**config.mk**
```make
export PLATFORM = sky130hd
export DESIGN_NAME = pcs_top
export DESIGN_NICKNAME = d
export VERILOG_FILES = /design/src/pcs_pkg.sv /design/src/pcs_synth.sv /design/src/pcs_top.sv
export SDC_FILE = /design/constraint.sdc
export NUM_CORES = 1
export LEC_CHECK = 0
export BUFFER_PORTS_ARGS = -buffer_cell sky130_fd_sc_hd__buf_2
export CAP_MARGIN = 20
export CORE_UTILIZATION = 40
export CTS_CLUSTER_DIAMETER = 50
export DETAILED_ROUTE_END_ITERATION = 7
export PLACE_DENSITY_LB_ADDON = 0.08
export SLEW_MARGIN = 20
export SYNTH_ARGS = -nofsm -noshare
export SYNTH_HDL_FRONTEND = slang
export SYNTH_SLANG_ARGS = --single-unit
```
**constraint.sdc**
```tcl
create_clock -name clk_sys -period 5.93 [get_ports clk_sys]
set_input_delay 1.186 -clock clk_sys [delete_from_list [all_inputs] [get_ports clk_sys]]
set_output_delay 1.186 -clock clk_sys [all_outputs]
set_load 0.01 [all_outputs]
```
**src/pcs_pkg.sv**
```systemverilog
// Package: constants for the synthesizer programming sequencer
package pcs_pkg;
    // Register indices
    localparam logic [7:0] IDX_CLK_SRC = 8'h1A;
    localparam logic [7:0] IDX_PTR = 8'h2C;
    localparam logic [7:0] IDX_PIX_DATA = 8'h2D;
    localparam logic [7:0] IDX_MEM_DATA = 8'h2E;
    localparam logic [7:0] IDX_LOOP_DATA = 8'h2F;
    localparam logic [7:0] IDX_MLC_CTRL = 8'h39;
    localparam logic [7:0] IDX_IRQ_STAT = 8'h3A;
    localparam logic [7:0] IDX_IRQ_MASK = 8'h3B;
    // Pointer codes
    localparam logic [7:0] PTR_N = 8'h00;
    localparam logic [7:0] PTR_M = 8'h15;
    localparam logic [7:0] PTR_P = 8'h2A;
    localparam logic [7:0] PTR_STAT = 8'h3F;
    // Field positions
    localparam int P_RUN_BIT = 7;
    localparam int STAT_LOCK_BIT = 6;
    localparam int RCLK_SEL_BIT = 3;
    localparam int Q_MSB = 2;
    localparam int SRC_OFF_LSB = 4;
    localparam logic [2:0] SRC_OFF_ALL = 3'h7;
    localparam logic [3:0] SRC_SEL_SYNTH = 4'h5;
    // Reset values
    localparam logic [7:0] RST_CLK_SRC = 8'h07;
    localparam logic [7:0] RST_MLC = 8'h18;
    localparam logic [7:0] RST_N = 8'hC0;
    localparam logic [7:0] RST_M = 8'h00;
    localparam logic [7:0] RST_P = 8'h80;
    localparam logic [7:0] RST_PIX_P = 8'h00;
    // Hard-wired pixel settings: 25.057 MHz and 28.636 MHz
    localparam logic [7:0] HW0_N = 8'hC0;
    localparam logic [7:0] HW0_M = 8'h28;
    localparam logic [7:0] HW1_N = 8'hC0;
    localparam logic [7:0] HW1_M = 8'h2C;
    localparam logic [7:0] HW_P = 8'hB3;
    // Lock time of a modelled loop, in ns
    localparam int LOCK_TIME_NS = 10000;
    localparam int CLK_PERIOD_NS = 8;
    localparam int LOCK_CYCLES = (LOCK_TIME_NS + CLK_PERIOD_NS - 1) / CLK_PERIOD_NS;
    localparam int LOCK_CW = 16;
    // Word selector
    typedef enum logic [1:0] {
        PCS_W_N = 2'b00,
        PCS_W_M = 2'b01,
        PCS_W_P = 2'b10,
        PCS_W_S = 2'b11
    } pcs_word_t;
    typedef enum logic [1:0] {
        PCS_ST_STOP = 2'b00,
        PCS_ST_ACQ = 2'b01,
        PCS_ST_LOCK = 2'b10
    } pcs_state_t;
endpackage

```
**src/pcs_synth.sv**
```systemverilog
// Module: one synthesizer run/acquire/lock tracker
`timescale 1ns/10ps
`default_nettype none
module pcs_synth
    import pcs_pkg::*;
#(
    parameter int LOCK_CNT = LOCK_CYCLES
) (
    input wire logic clk_sys,
    input wire logic rst_n,
    // Control
    input wire logic run,
    input wire logic retune,
    // Status
    output logic osc_on,
    output logic locked
);
    pcs_state_t state;
    logic [LOCK_CW-1:0] cnt;

    always_ff @(posedge clk_sys or negedge rst_n) begin
        if (!rst_n) begin
            state <= PCS_ST_STOP;
            cnt <= '0;
        end else begin
            case (state)
                PCS_ST_STOP: begin
                    cnt <= '0;
                    if (run) begin
                        state <= PCS_ST_ACQ;
                    end
                end
                PCS_ST_ACQ: begin
                    if (!run) begin
                        state <= PCS_ST_STOP;
                    end else if (retune) begin
                        cnt <= '0;
                    end else if (cnt == LOCK_CW'(LOCK_CNT - 1)) begin
                        state <= PCS_ST_LOCK;
                    end else begin
                        cnt <= cnt + 1'b1;
                    end
                end
                PCS_ST_LOCK: begin
                    cnt <= '0;
                    if (!run) begin
                        state <= PCS_ST_STOP;
                    end else if (retune) begin
                        state <= PCS_ST_ACQ;
                    end
                end
                default: state <= PCS_ST_STOP;
            endcase
        end
    end

    assign osc_on = (state != PCS_ST_STOP);
    assign locked = (state == PCS_ST_LOCK);
endmodule
`default_nettype wire

```
**src/pcs_top.sv**
```systemverilog
// Module: synthesizer programming sequencer, register file and clock routing
// Notes on behaviour
// - A cleared run enable, once effective, halts that synthesizer oscillator.
// - Pixel and loop run enables take effect only with select pins at 1x.
// - Pins 00 pick hard-wired 25.057 MHz, 01 pick 28.636 MHz pixel setting.
// - Pointer at 2C: 00 selects N, 2A selects P, 3F selects status.
// - Status bit 6 reads one once locked; host polls until set, for at most 64 reads.
// - Loop Q post-divider comes from bits 2..0 of index 39.
// - Writing 18 to index 39 routes pixel synthesizer to return clock.
// - Index 1A: 77 picks external clock zero, 75 picks pixel synthesizer.
// - Bits 6..4 of 1A at 111 disable the unused video clock output.
`timescale 1ns/10ps
`default_nettype none
module pcs_top
    import pcs_pkg::*;
#(
    parameter int LOCK_CNT = LOCK_CYCLES
) (
    input wire logic clk_sys,
    input wire logic rst_n,
    // Register port
    input wire logic [7:0] reg_addr,
    input wire logic [7:0] reg_wdata,
    input wire logic reg_wr,
    input wire logic reg_rd,
    output logic [7:0] reg_rdata,
    // Pins
    input wire logic [1:0] hardwired_freq_select_pins,
    // Clock routing and synthesizer state
    output logic pix_run,
    output logic loop_run,
    output logic mem_run,
    output logic [7:0] pix_n,
    output logic [7:0] pix_m,
    output logic [7:0] pix_p,
    output logic [2:0] loop_q,
    output logic rclk_from_pixel,
    output logic pix_src_synth,
    output logic video_clock_out_en,
    // Interrupt
    output logic irq
);
    // ************************************
    // Pin synchroniser
    // ************************************
    logic [1:0] sel_s1;
    logic [1:0] sel_s2;
    always_ff @(posedge clk_sys or negedge rst_n) begin
        if (!rst_n) begin
            sel_s1 <= 2'h0;
            sel_s2 <= 2'h0;
        end else begin
            sel_s1 <= hardwired_freq_select_pins;
            sel_s2 <= sel_s1;
        end
    end
    logic prog_mode;
    assign prog_mode = sel_s2[1];

    // ************************************
    // Registers
    // ************************************
    logic [7:0] clock_source_select;
    logic [7:0] memory_loop_clock_control;
    logic [7:0] irq_mask;
    logic [7:0] irq_stat;
    pcs_word_t wsel;
    logic [7:0] word_ptr;
    // Programmed words; index 0 pixel, 1 loop, 2 memory
    logic [7:0] reg_n [3];
    logic [7:0] reg_m [3];
    logic [7:0] reg_p [3];
    logic [2:0] locked;
    logic [2:0] osc;

    logic wr_src, wr_ptr, wr_mlc, wr_msk, wr_sts;
    logic [2:0] acc_wr, acc_rd, acc;
    assign wr_src = reg_wr && reg_addr == IDX_CLK_SRC;
    assign wr_ptr = reg_wr && reg_addr == IDX_PTR;
    assign wr_mlc = reg_wr && reg_addr == IDX_MLC_CTRL;
    assign wr_msk = reg_wr && reg_addr == IDX_IRQ_MASK;
    assign wr_sts = reg_wr && reg_addr == IDX_IRQ_STAT;

    genvar gi;
    generate
        for (gi = 0; gi < 3; gi++) begin : g_acc
            logic [7:0] idx;
            assign idx = (gi == 0) ? IDX_PIX_DATA : ((gi == 1) ? IDX_LOOP_DATA : IDX_MEM_DATA);
            assign acc_wr[gi] = reg_wr && reg_addr == idx;
            assign acc_rd[gi] = reg_rd && reg_addr == idx;
            assign acc[gi] = acc_wr[gi] || acc_rd[gi];
        end
    endgenerate

    always_ff @(posedge clk_sys or negedge rst_n) begin
        if (!rst_n) begin
            clock_source_select <= RST_CLK_SRC;
        end else if (wr_src) begin
            clock_source_select <= reg_wdata;
        end
    end

    always_ff @(posedge clk_sys or negedge rst_n) begin
        if (!rst_n) begin
            memory_loop_clock_control <= RST_MLC;
        end else if (wr_mlc) begin
            memory_loop_clock_control <= reg_wdata;
        end
    end

    // Pointer: writes set it; data accesses step N, M, P
    always_ff @(posedge clk_sys or negedge rst_n) begin
        if (!rst_n) begin
            wsel <= PCS_W_N;
            word_ptr <= PTR_N;
        end else if (wr_ptr) begin
            word_ptr <= reg_wdata;
            case (reg_wdata)
                PTR_N: wsel <= PCS_W_N;
                PTR_P: wsel <= PCS_W_P;
                PTR_STAT: wsel <= PCS_W_S;
                default: wsel <= PCS_W_M;
            endcase
        end else if (|acc) begin
            case (wsel)
                PCS_W_N: begin
                    wsel <= PCS_W_M;
                    word_ptr <= PTR_M;
                end
                PCS_W_M: begin
                    wsel <= PCS_W_P;
                    word_ptr <= PTR_P;
                end
                PCS_W_P: begin
                    wsel <= PCS_W_N;
                    word_ptr <= PTR_N;
                end
                default: wsel <= PCS_W_S;
            endcase
        end
    end

    generate
        for (gi = 0; gi < 3; gi++) begin : g_words
            always_ff @(posedge clk_sys or negedge rst_n) begin
                if (!rst_n) begin
                    reg_n[gi] <= RST_N;
                    reg_m[gi] <= RST_M;
                    reg_p[gi] <= (gi == 2) ? RST_P : RST_PIX_P;
                end else if (acc_wr[gi]) begin
                    case (wsel)
                        PCS_W_N: reg_n[gi] <= reg_wdata;
                        PCS_W_M: reg_m[gi] <= reg_wdata;
                        PCS_W_P: reg_p[gi] <= reg_wdata;
                        default: reg_n[gi] <= reg_n[gi];
                    endcase
                end
            end
        end
    endgenerate

    // ************************************
    // Run enables and synthesizers
    // ************************************
    // Pixel and loop hold their last effective enable while pins are 0x
    logic pix_eff, loop_eff;
    always_ff @(posedge clk_sys or negedge rst_n) begin
        if (!rst_n) begin
            pix_eff <= 1'b0;
            loop_eff <= 1'b0;
        end else if (prog_mode) begin
            pix_eff <= reg_p[0][P_RUN_BIT];
            loop_eff <= reg_p[1][P_RUN_BIT];
        end
    end
    logic [2:0] run_now;
    // Hard-wired pixel settings always run
    assign run_now[0] = prog_mode ? pix_eff : 1'b1;
    assign run_now[1] = loop_eff;
    assign run_now[2] = reg_p[2][P_RUN_BIT];
    // A fresh P write restarts acquisition
    logic [2:0] retune;
    assign retune = acc_wr & {3{wsel == PCS_W_P}};
    logic [1:0] sel_d;
    always_ff @(posedge clk_sys or negedge rst_n) begin
        if (!rst_n) begin
            sel_d <= 2'h0;
        end else begin
            sel_d <= sel_s2;
        end
    end
    logic [2:0] retune_all;
    assign retune_all = {retune[2:1], retune[0] || (sel_d != sel_s2)};

    generate
        for (gi = 0; gi < 3; gi++) begin : g_synth
            pcs_synth #(.LOCK_CNT(LOCK_CNT)) u_synth (
                .clk_sys(clk_sys),
                .rst_n(rst_n),
                .run(run_now[gi]),
                .retune(retune_all[gi]),
                .osc_on(osc[gi]),
                .locked(locked[gi])
            );
        end
    endgenerate

    // ************************************
    // Read path
    // ************************************
    function automatic logic [7:0] word_rd(input int k);
        logic [7:0] v;
        v = 8'h00;
        case (wsel)
            PCS_W_N: v = reg_n[k];
            PCS_W_M: v = reg_m[k];
            PCS_W_P: v = reg_p[k];
            default: v = {1'b0, locked[k], 6'h00};
        endcase
        return v;
    endfunction

    always_ff @(posedge clk_sys or negedge rst_n) begin
        if (!rst_n) begin
            reg_rdata <= 8'h00;
        end else if (reg_rd) begin
            case (reg_addr)
                IDX_CLK_SRC: reg_rdata <= clock_source_select;
                IDX_PTR: reg_rdata <= word_ptr;
                IDX_PIX_DATA: reg_rdata <= word_rd(0);
                IDX_LOOP_DATA: reg_rdata <= word_rd(1);
                IDX_MEM_DATA: reg_rdata <= word_rd(2);
                IDX_MLC_CTRL: reg_rdata <= memory_loop_clock_control;
                IDX_IRQ_STAT: reg_rdata <= irq_stat;
                IDX_IRQ_MASK: reg_rdata <= irq_mask;
                default: reg_rdata <= 8'h00;
            endcase
        end else begin
            reg_rdata <= 8'h00;
        end
    end

    // ************************************
    // Interrupts: lock gained per synthesizer
    // ************************************
    logic [2:0] locked_d;
    always_ff @(posedge clk_sys or negedge rst_n) begin
        if (!rst_n) begin
            locked_d <= 3'h0;
        end else begin
            locked_d <= locked;
        end
    end
    logic [2:0] lock_evt;
    assign lock_evt = locked & ~locked_d;

    always_ff @(posedge clk_sys or negedge rst_n) begin
        if (!rst_n) begin
            irq_stat <= 8'h00;
        end else begin
            // Set wins over a same-cycle clear
            irq_stat <= (irq_stat & ~(wr_sts ? reg_wdata : 8'h00)) | {5'h00, lock_evt};
        end
    end

    always_ff @(posedge clk_sys or negedge rst_n) begin
        if (!rst_n) begin
            irq_mask <= 8'h00;
        end else if (wr_msk) begin
            irq_mask <= reg_wdata;
        end
    end

    always_ff @(posedge clk_sys or negedge rst_n) begin
        if (!rst_n) begin
            irq <= 1'b0;
        end else begin
            irq <= |(irq_stat & irq_mask);
        end
    end

    // ************************************
    // Output flops
    // ************************************
    always_ff @(posedge clk_sys or negedge rst_n) begin
        if (!rst_n) begin
            pix_run <= 1'b0;
            loop_run <= 1'b0;
            mem_run <= 1'b0;
            pix_n <= HW0_N;
            pix_m <= HW0_M;
            pix_p <= HW_P;
            loop_q <= 3'h0;
            rclk_from_pixel <= 1'b0;
            pix_src_synth <= 1'b0;
            video_clock_out_en <= 1'b1;
        end else begin
            pix_run <= osc[0];
            loop_run <= osc[1];
            mem_run <= osc[2];
            if (prog_mode) begin
                pix_n <= reg_n[0];
                pix_m <= reg_m[0];
                pix_p <= reg_p[0];
            end else if (sel_s2[0]) begin
                pix_n <= HW1_N;
                pix_m <= HW1_M;
                pix_p <= HW_P;
            end else begin
                pix_n <= HW0_N;
                pix_m <= HW0_M;
                pix_p <= HW_P;
            end
            loop_q <= memory_loop_clock_control[Q_MSB:0];
            rclk_from_pixel <= memory_loop_clock_control[RCLK_SEL_BIT];
            pix_src_synth <= clock_source_select[3:0] == SRC_SEL_SYNTH;
            video_clock_out_en <= clock_source_select[SRC_OFF_LSB+2:SRC_OFF_LSB] != SRC_OFF_ALL;
        end
    end

    // ************************************
    // Assertions
    // ************************************
    property p_stop_halts;
        @(posedge clk_sys) disable iff (!rst_n)
        (prog_mode && !reg_p[1][P_RUN_BIT]) |-> ##3 !loop_run;
    endproperty
    a_stop_halts: assert property (p_stop_halts) else $error("loop not halted");
    property p_pins_gate;
        @(posedge clk_sys) disable iff (!rst_n)
        !prog_mode |=> $stable(loop_eff);
    endproperty
    a_pins_gate: assert property (p_pins_gate) else $error("enable changed with pins at 0x");
    property p_hw1;
        @(posedge clk_sys) disable iff (!rst_n)
        (sel_s2 == 2'b01) |=> (pix_m == HW1_M);
    endproperty
    a_hw1: assert property (p_hw1) else $error("wrong hard-wired setting");
    property p_ptr_stat;
        @(posedge clk_sys) disable iff (!rst_n)
        (wr_ptr && reg_wdata == PTR_STAT) |=> wsel == PCS_W_S;
    endproperty
    a_ptr_stat: assert property (p_ptr_stat) else $error("pointer not at status");
    property p_lock_read;
        @(posedge clk_sys) disable iff (!rst_n)
        (acc_rd[0] && wsel == PCS_W_S) |=> reg_rdata[STAT_LOCK_BIT] == $past(locked[0]);
    endproperty
    a_lock_read: assert property (p_lock_read) else $error("lock bit wrong");
    property p_q;
        @(posedge clk_sys) disable iff (!rst_n)
        wr_mlc |=> ##1 loop_q == $past(reg_wdata[2:0], 2);
    endproperty
    a_q: assert property (p_q) else $error("Q not taken");
    property p_rclk;
        @(posedge clk_sys) disable iff (!rst_n)
        (wr_mlc && reg_wdata == RST_MLC) |=> ##1 rclk_from_pixel;
    endproperty
    a_rclk: assert property (p_rclk) else $error("return clock not routed");
    property p_video_clock_out;
        @(posedge clk_sys) disable iff (!rst_n)
        (wr_src && reg_wdata[6:4] == SRC_OFF_ALL) |=> ##1 !video_clock_out_en;
    endproperty
    a_video_clock_out: assert property (p_video_clock_out) else $error("video clock not disabled");
    property p_step;
        @(posedge clk_sys) disable iff (!rst_n)
        (acc_wr[1] && !wr_ptr && wsel == PCS_W_N) |=> wsel == PCS_W_M;
    endproperty
    a_step: assert property (p_step) else $error("pointer did not advance");
    c_lock: cover property (@(posedge clk_sys) disable iff (!rst_n) lock_evt[0]);
    c_irq: cover property (@(posedge clk_sys) disable iff (!rst_n) irq);
    c_stop: cover property (@(posedge clk_sys) disable iff (!rst_n) $fell(loop_run));
endmodule
`default_nettype wire
```
==> results of run 1 <==
## worst max-delay path, cell delays in order
cell                      delay, ns
sky130_fd_sc_hd__buf_2         0.44
sky130_fd_sc_hd__nor2b_1       0.54
sky130_fd_sc_hd__nand4_1       0.51
sky130_fd_sc_hd__a31oi_2       0.42
sky130_fd_sc_hd__nor2b_1       0.21
sky130_fd_sc_hd__mux2_4        0.31
## stage by stage
step           hold slack [ns]  std cells
6_report                0.3472       1334
5_1_grt                 0.3510       1334
4_1_cts                 0.3498       1333
3_5_place_dp            0.3365       1277
3_3_place_gp            0.3332       1277
2_1_floorplan           0.3312        924
## worst max path at each step
stage	endpoint	slack, ns	cells after the start
floorplan	g_synth[2].u_synth.cnt[12]	3.08	6
global placement	g_synth[1].u_synth.cnt[14]	2.05	6
detailed placement	g_synth[1].u_synth.cnt[14]	2.01	6
CTS	g_synth[1].u_synth.cnt[14]	2.60	6
global route	irq_mask[0]	2.62	5
finish	g_synth[2].u_synth.cnt[12]	2.73	6
## cell families after synthesis
| family | after synthesis |
|---|---|
| AND/OR/NAND/NOR | 314 |
| flip-flops | 221 |
| AO/OA/AOI/OAI | 181 |
| multiplexers | 109 |
| buffers and inverters | 74 |
| XOR/XNOR | 13 |
| adder cells (fa/ha/maj) | 12 |
## layout by cell type (no fill, tap or decap), types with 19 or more instances in the layout
master,netlist,routed
sky130_fd_sc_hd__dfrtp_1,199,199
sky130_fd_sc_hd__clkbuf_16,0,31
sky130_fd_sc_hd__o21ai_0,34,34
sky130_fd_sc_hd__nand2_1,82,82
sky130_fd_sc_hd__mux2_2,94,94
sky130_fd_sc_hd__nand3_1,31,31
sky130_fd_sc_hd__nand2b_1,20,20
sky130_fd_sc_hd__buf_2,3,62
sky130_fd_sc_hd__nor2_1,43,43
sky130_fd_sc_hd__dfstp_2,22,22
sky130_fd_sc_hd__a222oi_1,28,28
sky130_fd_sc_hd__inv_1,26,26
sky130_fd_sc_hd__nand4_1,19,19
sky130_fd_sc_hd__a21oi_1,45,45
## per-layer routing
layer,up-vias,share of wire
met3,33,0.045
met4,0,0.016
met5,-,0
met2,200,0.45
li1,3543,-
met1,3827,0.49
## where the power goes
part / leakage [nW] / switching, mW / internal [mW]
clock network: 0.526 / 0.701 / 1.23
registers: 2.95 / 0.0318 / 1.56
logic: 1.93 / 0.208 / 0.0876
total: 5.41 / 0.941 / 2.88
## area by class of cell
cell class,instances,share of cell area
clock buffer,40,0.07061
clock inverter,16,0.02028
inverter,26,0.008112
multi-input combinational,629,0.3707
sequential,221,0.4619
tap,330,0.03432
timing repair buffer,72,0.03401
## state kept, by name, indices dropped and copies added (netlist names), 8 cells and up
name                       cells
g_synth.u_synth.cnt           48
reg_n                         24
reg_m                         24
irq_mask                       8
reg_rdata                      8
pix_m                          8
irq_stat                       8
pix_p                          8
reg_p                         24
memory_loop_clock_control      8
clock_source_select            8
word_ptr                       8
pix_n                          8
==> results, run 1 <==
- The flow ran to the end, and the final reports show no timing, DRC or antenna violations.
- The final-report max-slew violation count is 0.
- Routability-driven placement finished with a final weighted congestion of 0.8324.
- Summed over all layers, the routed wires come to 27.30 mm.
- The CTS root buffer is sky130_fd_sc_hd__clkbuf_16.
- When the netlist entered floorplanning its net count stood at 958.
- The DRC violations left is 0.
- Clock latency on the worst-skew pair, taken at its later pin, is 0.54 ns.
- The number of synthesized register bits is 221.
- Fill cells in the final layout number 2,333.
- STA classifies the critical path endpoint as a flop.
- Post-CTS repair changed the size of 0 cells.
- Once the clock tree was built, the setup fixing pass inserted 0 buffers.
- The post-detailed-route count of antenna-violating nets is 0.
- The max-capacitance violation count is 0.
- Of the total synthesized cell area, the portion taken by XOR and XNOR cells is 0.01105.
- In this run the register-to-register setup slack is 3.12 ns.
- The share of synthesized area in the top cell type comes to 0.4835.
- The finished cells cover 12,030 µm².
- The post-placement setup slack is 2.006 ns.
- The met1 demand-to-capacity share in global routing is 0.3207.
- Across the VDD grid, the largest voltage drop is 0.0002384 V.
- The overall overflow remaining after global route is 0.
- The count of unique library cells instantiated by Yosys is 65.
- The simple-gate share of the synthesized area is 0.1645.
- The routed via count is 7,603.
- The largest buffer count on any clock path is 3.
- Across the whole layout, storage elements account for 5558 µm².
- The critical path data arrival time is 3.62 ns.
- Setup repair after global routing left no endpoint under its margin.
- On the final layout, the worst clock skew is 0.008740 ns.
- The path with the worst hold slack has its endpoint at sel_s2[1].
- The overall power is 3.823 mW.
- At the pin with the least slew margin, the transition time is 1.067 ns.
- The final layout contains 1,014 nets.
- The synthesized instance count is 924.
- Setup total negative slack on the finished layout was measured at 0 ns.
- The endpoint of the most critical register-to-register path is g_synth[2].u_synth.cnt[12].
- Compared with the post-synthesis result, the final layout area differs by 16.81%.
- 64 I/O pins were placed.
- The count of endpoints failing hold in the final timing report was 0.
- The time the final worst path needs with I/O delays and setup is 3.204 ns.
- The worst hold path belongs to the class flop to flop.
- The maximum number of pins on one net before global-route repair is 122.
- Measured against the total synthesized area, the mux share comes to 0.1178.
- The count of buffers added on input and output ports is 63.
- The startpoint of the most critical hold path is sel_s1[1].
- The number of antenna violations at the first check in global routing is 0.
- The biggest area consumer among synthesized cells is sky130_fd_sc_hd__dfrtp_1.
- The setup-violating endpoint count in the final report is 0.
- The first element of the critical path is reg_addr[1].
- The adder-cell area share of the yosys netlist is 0.01458.
- In this run the horizontal extent of the chip is 162.5 µm.
- The region available for standard cell placement spans 25,250 µm².
- The clock input transition at the sequential cells of the worst setup and hold paths is 0.06 ns.
- In this run the power density over the cells is 317.8 nW/µm².
- Along the worst path, the maximum fanout reaches 23.
- Of the available clock period, the critical path in the final layout requires 0.5402.
- The multi-input combinational cells in the finished layout cover a total of 4461 µm².
- By area, the combinational part of the netlist is dominated by simple AND/OR/NAND/NOR gates.
- The first detailed-routing pass took 6 iterations.
- Once placement finished, the instance area stood at 10,930 µm².
- Yosys printed 0 warnings.
- Counting flops with a built-in enable in the synthesized netlist gives 0.
- The number of clock sinks is 221.
- CTS built an H-tree with a depth of 1.
- After synthesis, the most frequently instantiated cells are 199 x sky130_fd_sc_hd__dfrtp_1, 94 x sky130_fd_sc_hd__mux2_2, 82 x sky130_fd_sc_hd__nand2_1.
- The clock buffer count from CTS is 30.
- The met3 routing resource usage after global routing is 0.02470.
- The number of diodes is 0.
- The most frequently used cell type in the post-synthesis netlist is sky130_fd_sc_hd__dfrtp_1.
- The floorplan step defined a die boundary enclosing 26,390 µm².
- The post-layout worst setup margin is 2.726 ns.
- In this run the core area contains 58 standard-cell rows.
- In the final layout, the share of cells above drive strength 1 is 0.2480.
- The post-detailed-route via-to-cell ratio is 5.699.
- Of the synthesized area, sequential elements account for 0.5396.
- For this run, the total global-route usage over all layers was measured as 0.2111.
- The mean routed wirelength per cell is 20.47 µm.
- The headroom to the max-slew limit is 0.2884.
- The synthesized area per cell is 11.15 µm².
- The clock tree from TritonCTS is done.
- The worst hold path was traced through 0 stages.
- The effective utilization at floorplan is 0.4078.
- The die height is 162.5 µm.
- The area fraction in compound gates after synthesis is 0.1251.
- Measured on the finished design, the core utilization comes to 0.4764.
- Summed over all cells, the static leakage comes to 5.405 nW.
- In this run, post-CTS hold repair placed 0 buffers.
- The maximum frequency from static timing analysis is 312.1 MHz.
- After global routing, the most crowded layer is met1.
- The worst setup path is launched from a primary input.
- The met2 routing resource usage after global routing is 0.3201.
- The data required time at the worst endpoint is 6.35 ns.
- The most frequently used flop master after synthesis is sky130_fd_sc_hd__dfrtp_1.
- The number of global-route vias before repair came to 7,407.
- The startpoint identified for the worst register-to-register timing path is g_synth[2].u_synth.cnt[0].
- The share of flip-flops with an asynchronous set or reset is 1.000.
- After synthesis, the cell types taking the most area are sky130_fd_sc_hd__dfrtp_1 48%, sky130_fd_sc_hd__mux2_2 10%, sky130_fd_sc_hd__dfstp_2 5.6%.
- The total standard cell area after synthesis is 10,300 µm².
- The category of the critical setup timing path is primary input to flop.
- Detailed placement finished with a half-perimeter wire length of 17.99 mm.
- The iteration-0 DRC count of the detailed router is 687.
- The first global-routing pass estimated 43.49 mm of wire.
- The number of cells on the worst reg-to-reg path is 6.
(Power assumes the default switching activity.)
==> inputs of run 2 (changes only) <==
Settings changed: ABC_AREA from default to 1.
Clock period 5.93 ns to 3 ns, I/O delays scaled along.
==> run 2 against run 1 <==
Combinational power increased to 3.4 times the previous value. Via count rose by 23%. Utilization rose by 0.090 points. Largest cell class unchanged.
==> results, run 2 <==
- The number of I/O port buffers came to 63 (unchanged).
- sky130_fd_sc_hd__dfrtp_1 takes more of the synthesized area than any other cell.
- The latest clock arrival within the worst-skew pair is 0.51 ns (-0.03 ns).
- The die outline width is 168.3 µm (+3.6%).
- The post-detailed-route count of antenna-violating nets is 0 (unchanged).
- The number of nets in the finished design is 1,521 (+50%).
- By count the netlist is led by 448 x sky130_fd_sc_hd__nand2_1, 199 x sky130_fd_sc_hd__dfrtp_1, 177 x sky130_fd_sc_hd__nand3_1.
- The effective utilization at floorplan was 0.4094 (+0.001597).
- The mean routed wirelength per cell is 15.95 µm (-22%).
- The post-detailed-route via-to-cell ratio was 5.064 (-11%).
- The worst hold path belongs to the class primary input to asynchronous set/reset pin.
- The die height is 168.3 µm (+3.6%).
- The leading cell type in the layout, fill and taps excluded is sky130_fd_sc_hd__nand2_1.
- In this run the worst setup path begins at wsel[0].
- The count of fill cells added during filler insertion is 2,681 (+15%).
- The placeable core area was 27,030 µm² (+7.0%).
- The number of gates given a new drive strength after cts came to 0 (unchanged).
- The total net switching power is 2.368 mW (+150%).
- The fraction of the core area covered by cells at the end of the flow was 0.4773 (+0.0008980).
- The number of diodes was 0 (unchanged).
- The number of global-route vias before repair is 9,052 (+22%).
- The maximum number of pins on one net before global-route repair was 77 (-37%).
- The routability congestion estimate from global placement is 0.9069 (+9.0%).
- The count of endpoints failing hold in the final timing report is 0 (unchanged).
- The final-report max-slew violation count is 0 (unchanged).
- The number of clock sinks is 221 (unchanged).
- The maximum frequency from static timing analysis is 430.4 MHz.
- The count of unique library cells instantiated by Yosys is 38 (-42%).
- The startpoint kind of the worst setup timing path is a flop.
- The first-pass iteration count of the detailed router is 5 (-1).
- The summed negative setup slack over all endpoints is 0 ns (unchanged).
- The DRC violations left is 0 (unchanged).
- The power density relative to cell area is 630.1 nW/µm² (+98%).
- The total wire length is 29.56 mm (+8.3%).
- The data required time at the worst endpoint is 3.38 ns (-2.97 ns).
- The iteration-0 DRC count of the detailed router is 663 (-3.5%).
- The number of synthesized register bits is 221 (unchanged).
- The time the final worst path needs with I/O delays and setup is 2.323 ns.
- The internal power summed over all cells is 5.761 mW (+100%).
- The net count after synthesis is 1,452 (+52%).
- By area the synthesized netlist is led by sky130_fd_sc_hd__dfrtp_1 45%, sky130_fd_sc_hd__nand2_1 15%, sky130_fd_sc_hd__nand3_1 8.0%.
- The area overhead of the layout relative to synthesis is 16.58%.
- Setup repair after global routing left no endpoint under its margin.
- The headroom to the max-slew limit is 0.4165 (+0.1281).
- The sequential share of the synthesized area came to 0.5023 (-0.03734).
- The slack of the worst reg-to-reg path was 0.68 ns (-2.44 ns).
- The area taken by flip-flops and latches came to 5558 µm² (unchanged).
- The worst voltage drop across the vdd grid is 0.0004230 V (+77%).
- The share of post-route cells with drive strength above 1 is 0.1376 (-0.1104).
- The run finished with clean final reports.
- The critical path data arrival time came to 2.71 ns (-0.91 ns).
- STA classifies the critical path endpoint as a flop.
- The H-tree depth is 2 (+1).
- The combined area of the multi-input logic cells is 4845 µm² (+8.6%).
- The setup skew after layout is 0.02830 ns (+0.01956 ns).
- The synthesized area per cell was 7.804 µm² (-30%).
- The aggregate global-route resource usage is 0.2197 (+0.008588).
- The static power due to leakage is 6.250 nW (+16%).
- The share of flip-flops with an asynchronous set or reset was 1.000 (unchanged).
- The number of buffers added for setup after CTS is 0 (unchanged).
- The largest buffer count on any clock path came to 3 (unchanged).
- The number of antenna violations at the first check in global routing is 0 (unchanged).
- The max-capacitance violation count is 0 (unchanged).
- The number of enable flip-flop cells after synthesis is 0 (unchanged).
- The most frequently used flop master after synthesis is sky130_fd_sc_hd__dfrtp_1.
- The portion of total power attributed to the clock network was 0.473 (-0.033).
- The cts-stage hold buffer count was 0 (unchanged).
- The clock tree from TritonCTS is done.
- The most critical setup path has its endpoint at g_synth[0].u_synth.cnt[12].
- The portion of total power attributed to sequential cells is 0.402 (-0.014).
- The area of the die came to 28,330 µm² (+7.3%).
- The endpoint of the most critical register-to-register path is g_synth[0].u_synth.cnt[12].
- The total standard cell area after synthesis is 11,070 µm² (+7.4%).
- The register with the highest flop count is g_synth.u_synth.cnt.
- The final period utilization is 0.7745.
- The clock buffer count from CTS is 34 (+13%).
- The largest fanout of any net on the critical path was 16 (-30%).
- The fraction of post-synthesis cell area in the top cell type by area is 0.4500 (-0.03346).
- The switching share of power is 0.2913 (+0.04512).
- The number of rows in the core area is 60 (+3.4%).
- The flip-flop count of the largest register, all copies and words added is 48 (unchanged).
- The library cells used most frequently in the layout, excluding fill and tap cells, are 448 x sky130_fd_sc_hd__nand2_1, 199 x sky130_fd_sc_hd__dfrtp_1, 177 x sky130_fd_sc_hd__nand3_1, 126 x sky130_fd_sc_hd__nor2_1, 107 x sky130_fd_sc_hd__o21ai_0.
- The first-pass GRT wire length was 49.17 mm (+13%).
- The routed via count is 9,384 (+23%).
- The overall power is 8.129 mW (+110%).
- The critical register-to-register path startpoint is wsel[0].
- The setup-violating endpoint count in the final report is 0 (unchanged).
- The post-route cell area is 12,900 µm² (+7.2%).
- The most frequently used cell type in the post-synthesis netlist is sky130_fd_sc_hd__nand2_1.
- The logic gate share of total power was 0.124 (+0.047).
- The count of pins on the block boundary came to 64 (unchanged).
- The number of cells on the worst reg-to-reg path is 7 (+1).
- The worst setup path is of the flop to flop kind.
- The overall overflow remaining after global route is 0 (unchanged).
- The placed standard-cell area was 11,790 µm² (+7.9%).
- The CTS root buffer is sky130_fd_sc_hd__clkbuf_16.
- The yosys synthesis warning count came to 0 (unchanged).
- The detailed-placement wirelength estimate is 19.71 mm (+9.6%).
- The synthesized instance count is 1,418 (+53%).
- The clock input transition at the sequential cells of the worst setup and hold paths came to 0.06 ns (about the same).
- The transition time of the tightest slew-check pin is 0.8686 ns (-0.1989 ns).
==> run 2: cell types whose count changed after synthesis, sizes merged, moves of 16 or more <==
cell / delta
nand3: +151
buf: +16
nor2: +92
inv: +78
nand2b: -20
a222oi: -28
nand2: +375
mux2: -95
a21oi: -33
nand4: +23
o21ai: +80
==> run 2: layer usage <==
layer  track usage  vias to the layer above  share of wire
li1              -                     4744              -
met1        0.3123                     4378           0.47
met2        0.3439                      207           0.45
met3       0.03197                       55          0.044
met4       0.07273                        0          0.027
met5             0                        -              0
==> run 2: area by class of cell <==
cell class	instances	share of cell area
Timing Repair Buffer	91	0.04345
Multi-Input combinational cell	1032	0.3756
Inverter	107	0.03113
Tap cell	341	0.03307
Sequential cell	221	0.4308
Clock buffer	45	0.07391
Clock inverter	16	0.01203
==> run 2: cell families after synthesis <==
group                    share of synthesized area
AND/OR/NAND/NOR                             0.3410
buffers and inverters                      0.05993
AO/OA/AOI/OAI                              0.07056
XOR/XNOR                                   0.01266
flip-flops                                  0.5023
adder cells (fa/ha/maj)                    0.01357
==> run 2: worst max-delay path, cell delays in order, from the launching register on <==
cell and delay (ns):
sky130_fd_sc_hd__dfrtp_1 0.44, sky130_fd_sc_hd__inv_1 0.14, sky130_fd_sc_hd__ha_1 0.42, sky130_fd_sc_hd__nand4_1 0.46, sky130_fd_sc_hd__nand3_1 0.29, sky130_fd_sc_hd__nand2_2 0.25, sky130_fd_sc_hd__nand3_1 0.14, sky130_fd_sc_hd__nand2_1 0.06
==> run 2: per-stage QoR <==
| step | instances | hold WS (ns) | setup slack, ns |
|---|---|---|---|
| 6_report | 1853 | 0.04355 | 0.6765 |
| 5_1_grt | 1853 | 0.08955 | 0.4677 |
| 4_1_cts | 1853 | 0.05659 | 0.6753 |
| 3_5_place_dp | 1792 | 0.3358 | 0.6763 |
| 3_3_place_gp | 1792 | 0.3385 | 0.7117 |
| 2_1_floorplan | 1418 | 0.3044 | 1.222 |
==> run 2: power groups by stage <==
stage / Clock (mW) / Combinational [mW] / Sequential [mW]
floorplan: 0 / 0.662 / 3.27
global placement: 0 / 1.02 / 3.32
detailed placement: 0 / 1.02 / 3.32
CTS: 3.93 / 1.03 / 3.27
global route: 4.06 / 1.14 / 3.30
finish: 3.85 / 1.01 / 3.27
==> run 2: worst min path at each step <==
stage / startpoint / to / slack [ns]
after floorplan: rst_n / clock_source_select[3] / 0.30
after global placement: sel_s1[0] / sel_s2[0] / 0.34
after detailed placement: sel_s1[1] / sel_s2[1] / 0.34
after CTS: rst_n / g_synth[0].u_synth.cnt[15] / 0.06
after global routing: rst_n / g_synth[0].u_synth.cnt[15] / 0.09
final: rst_n / g_synth[0].u_synth.cnt[15] / 0.04
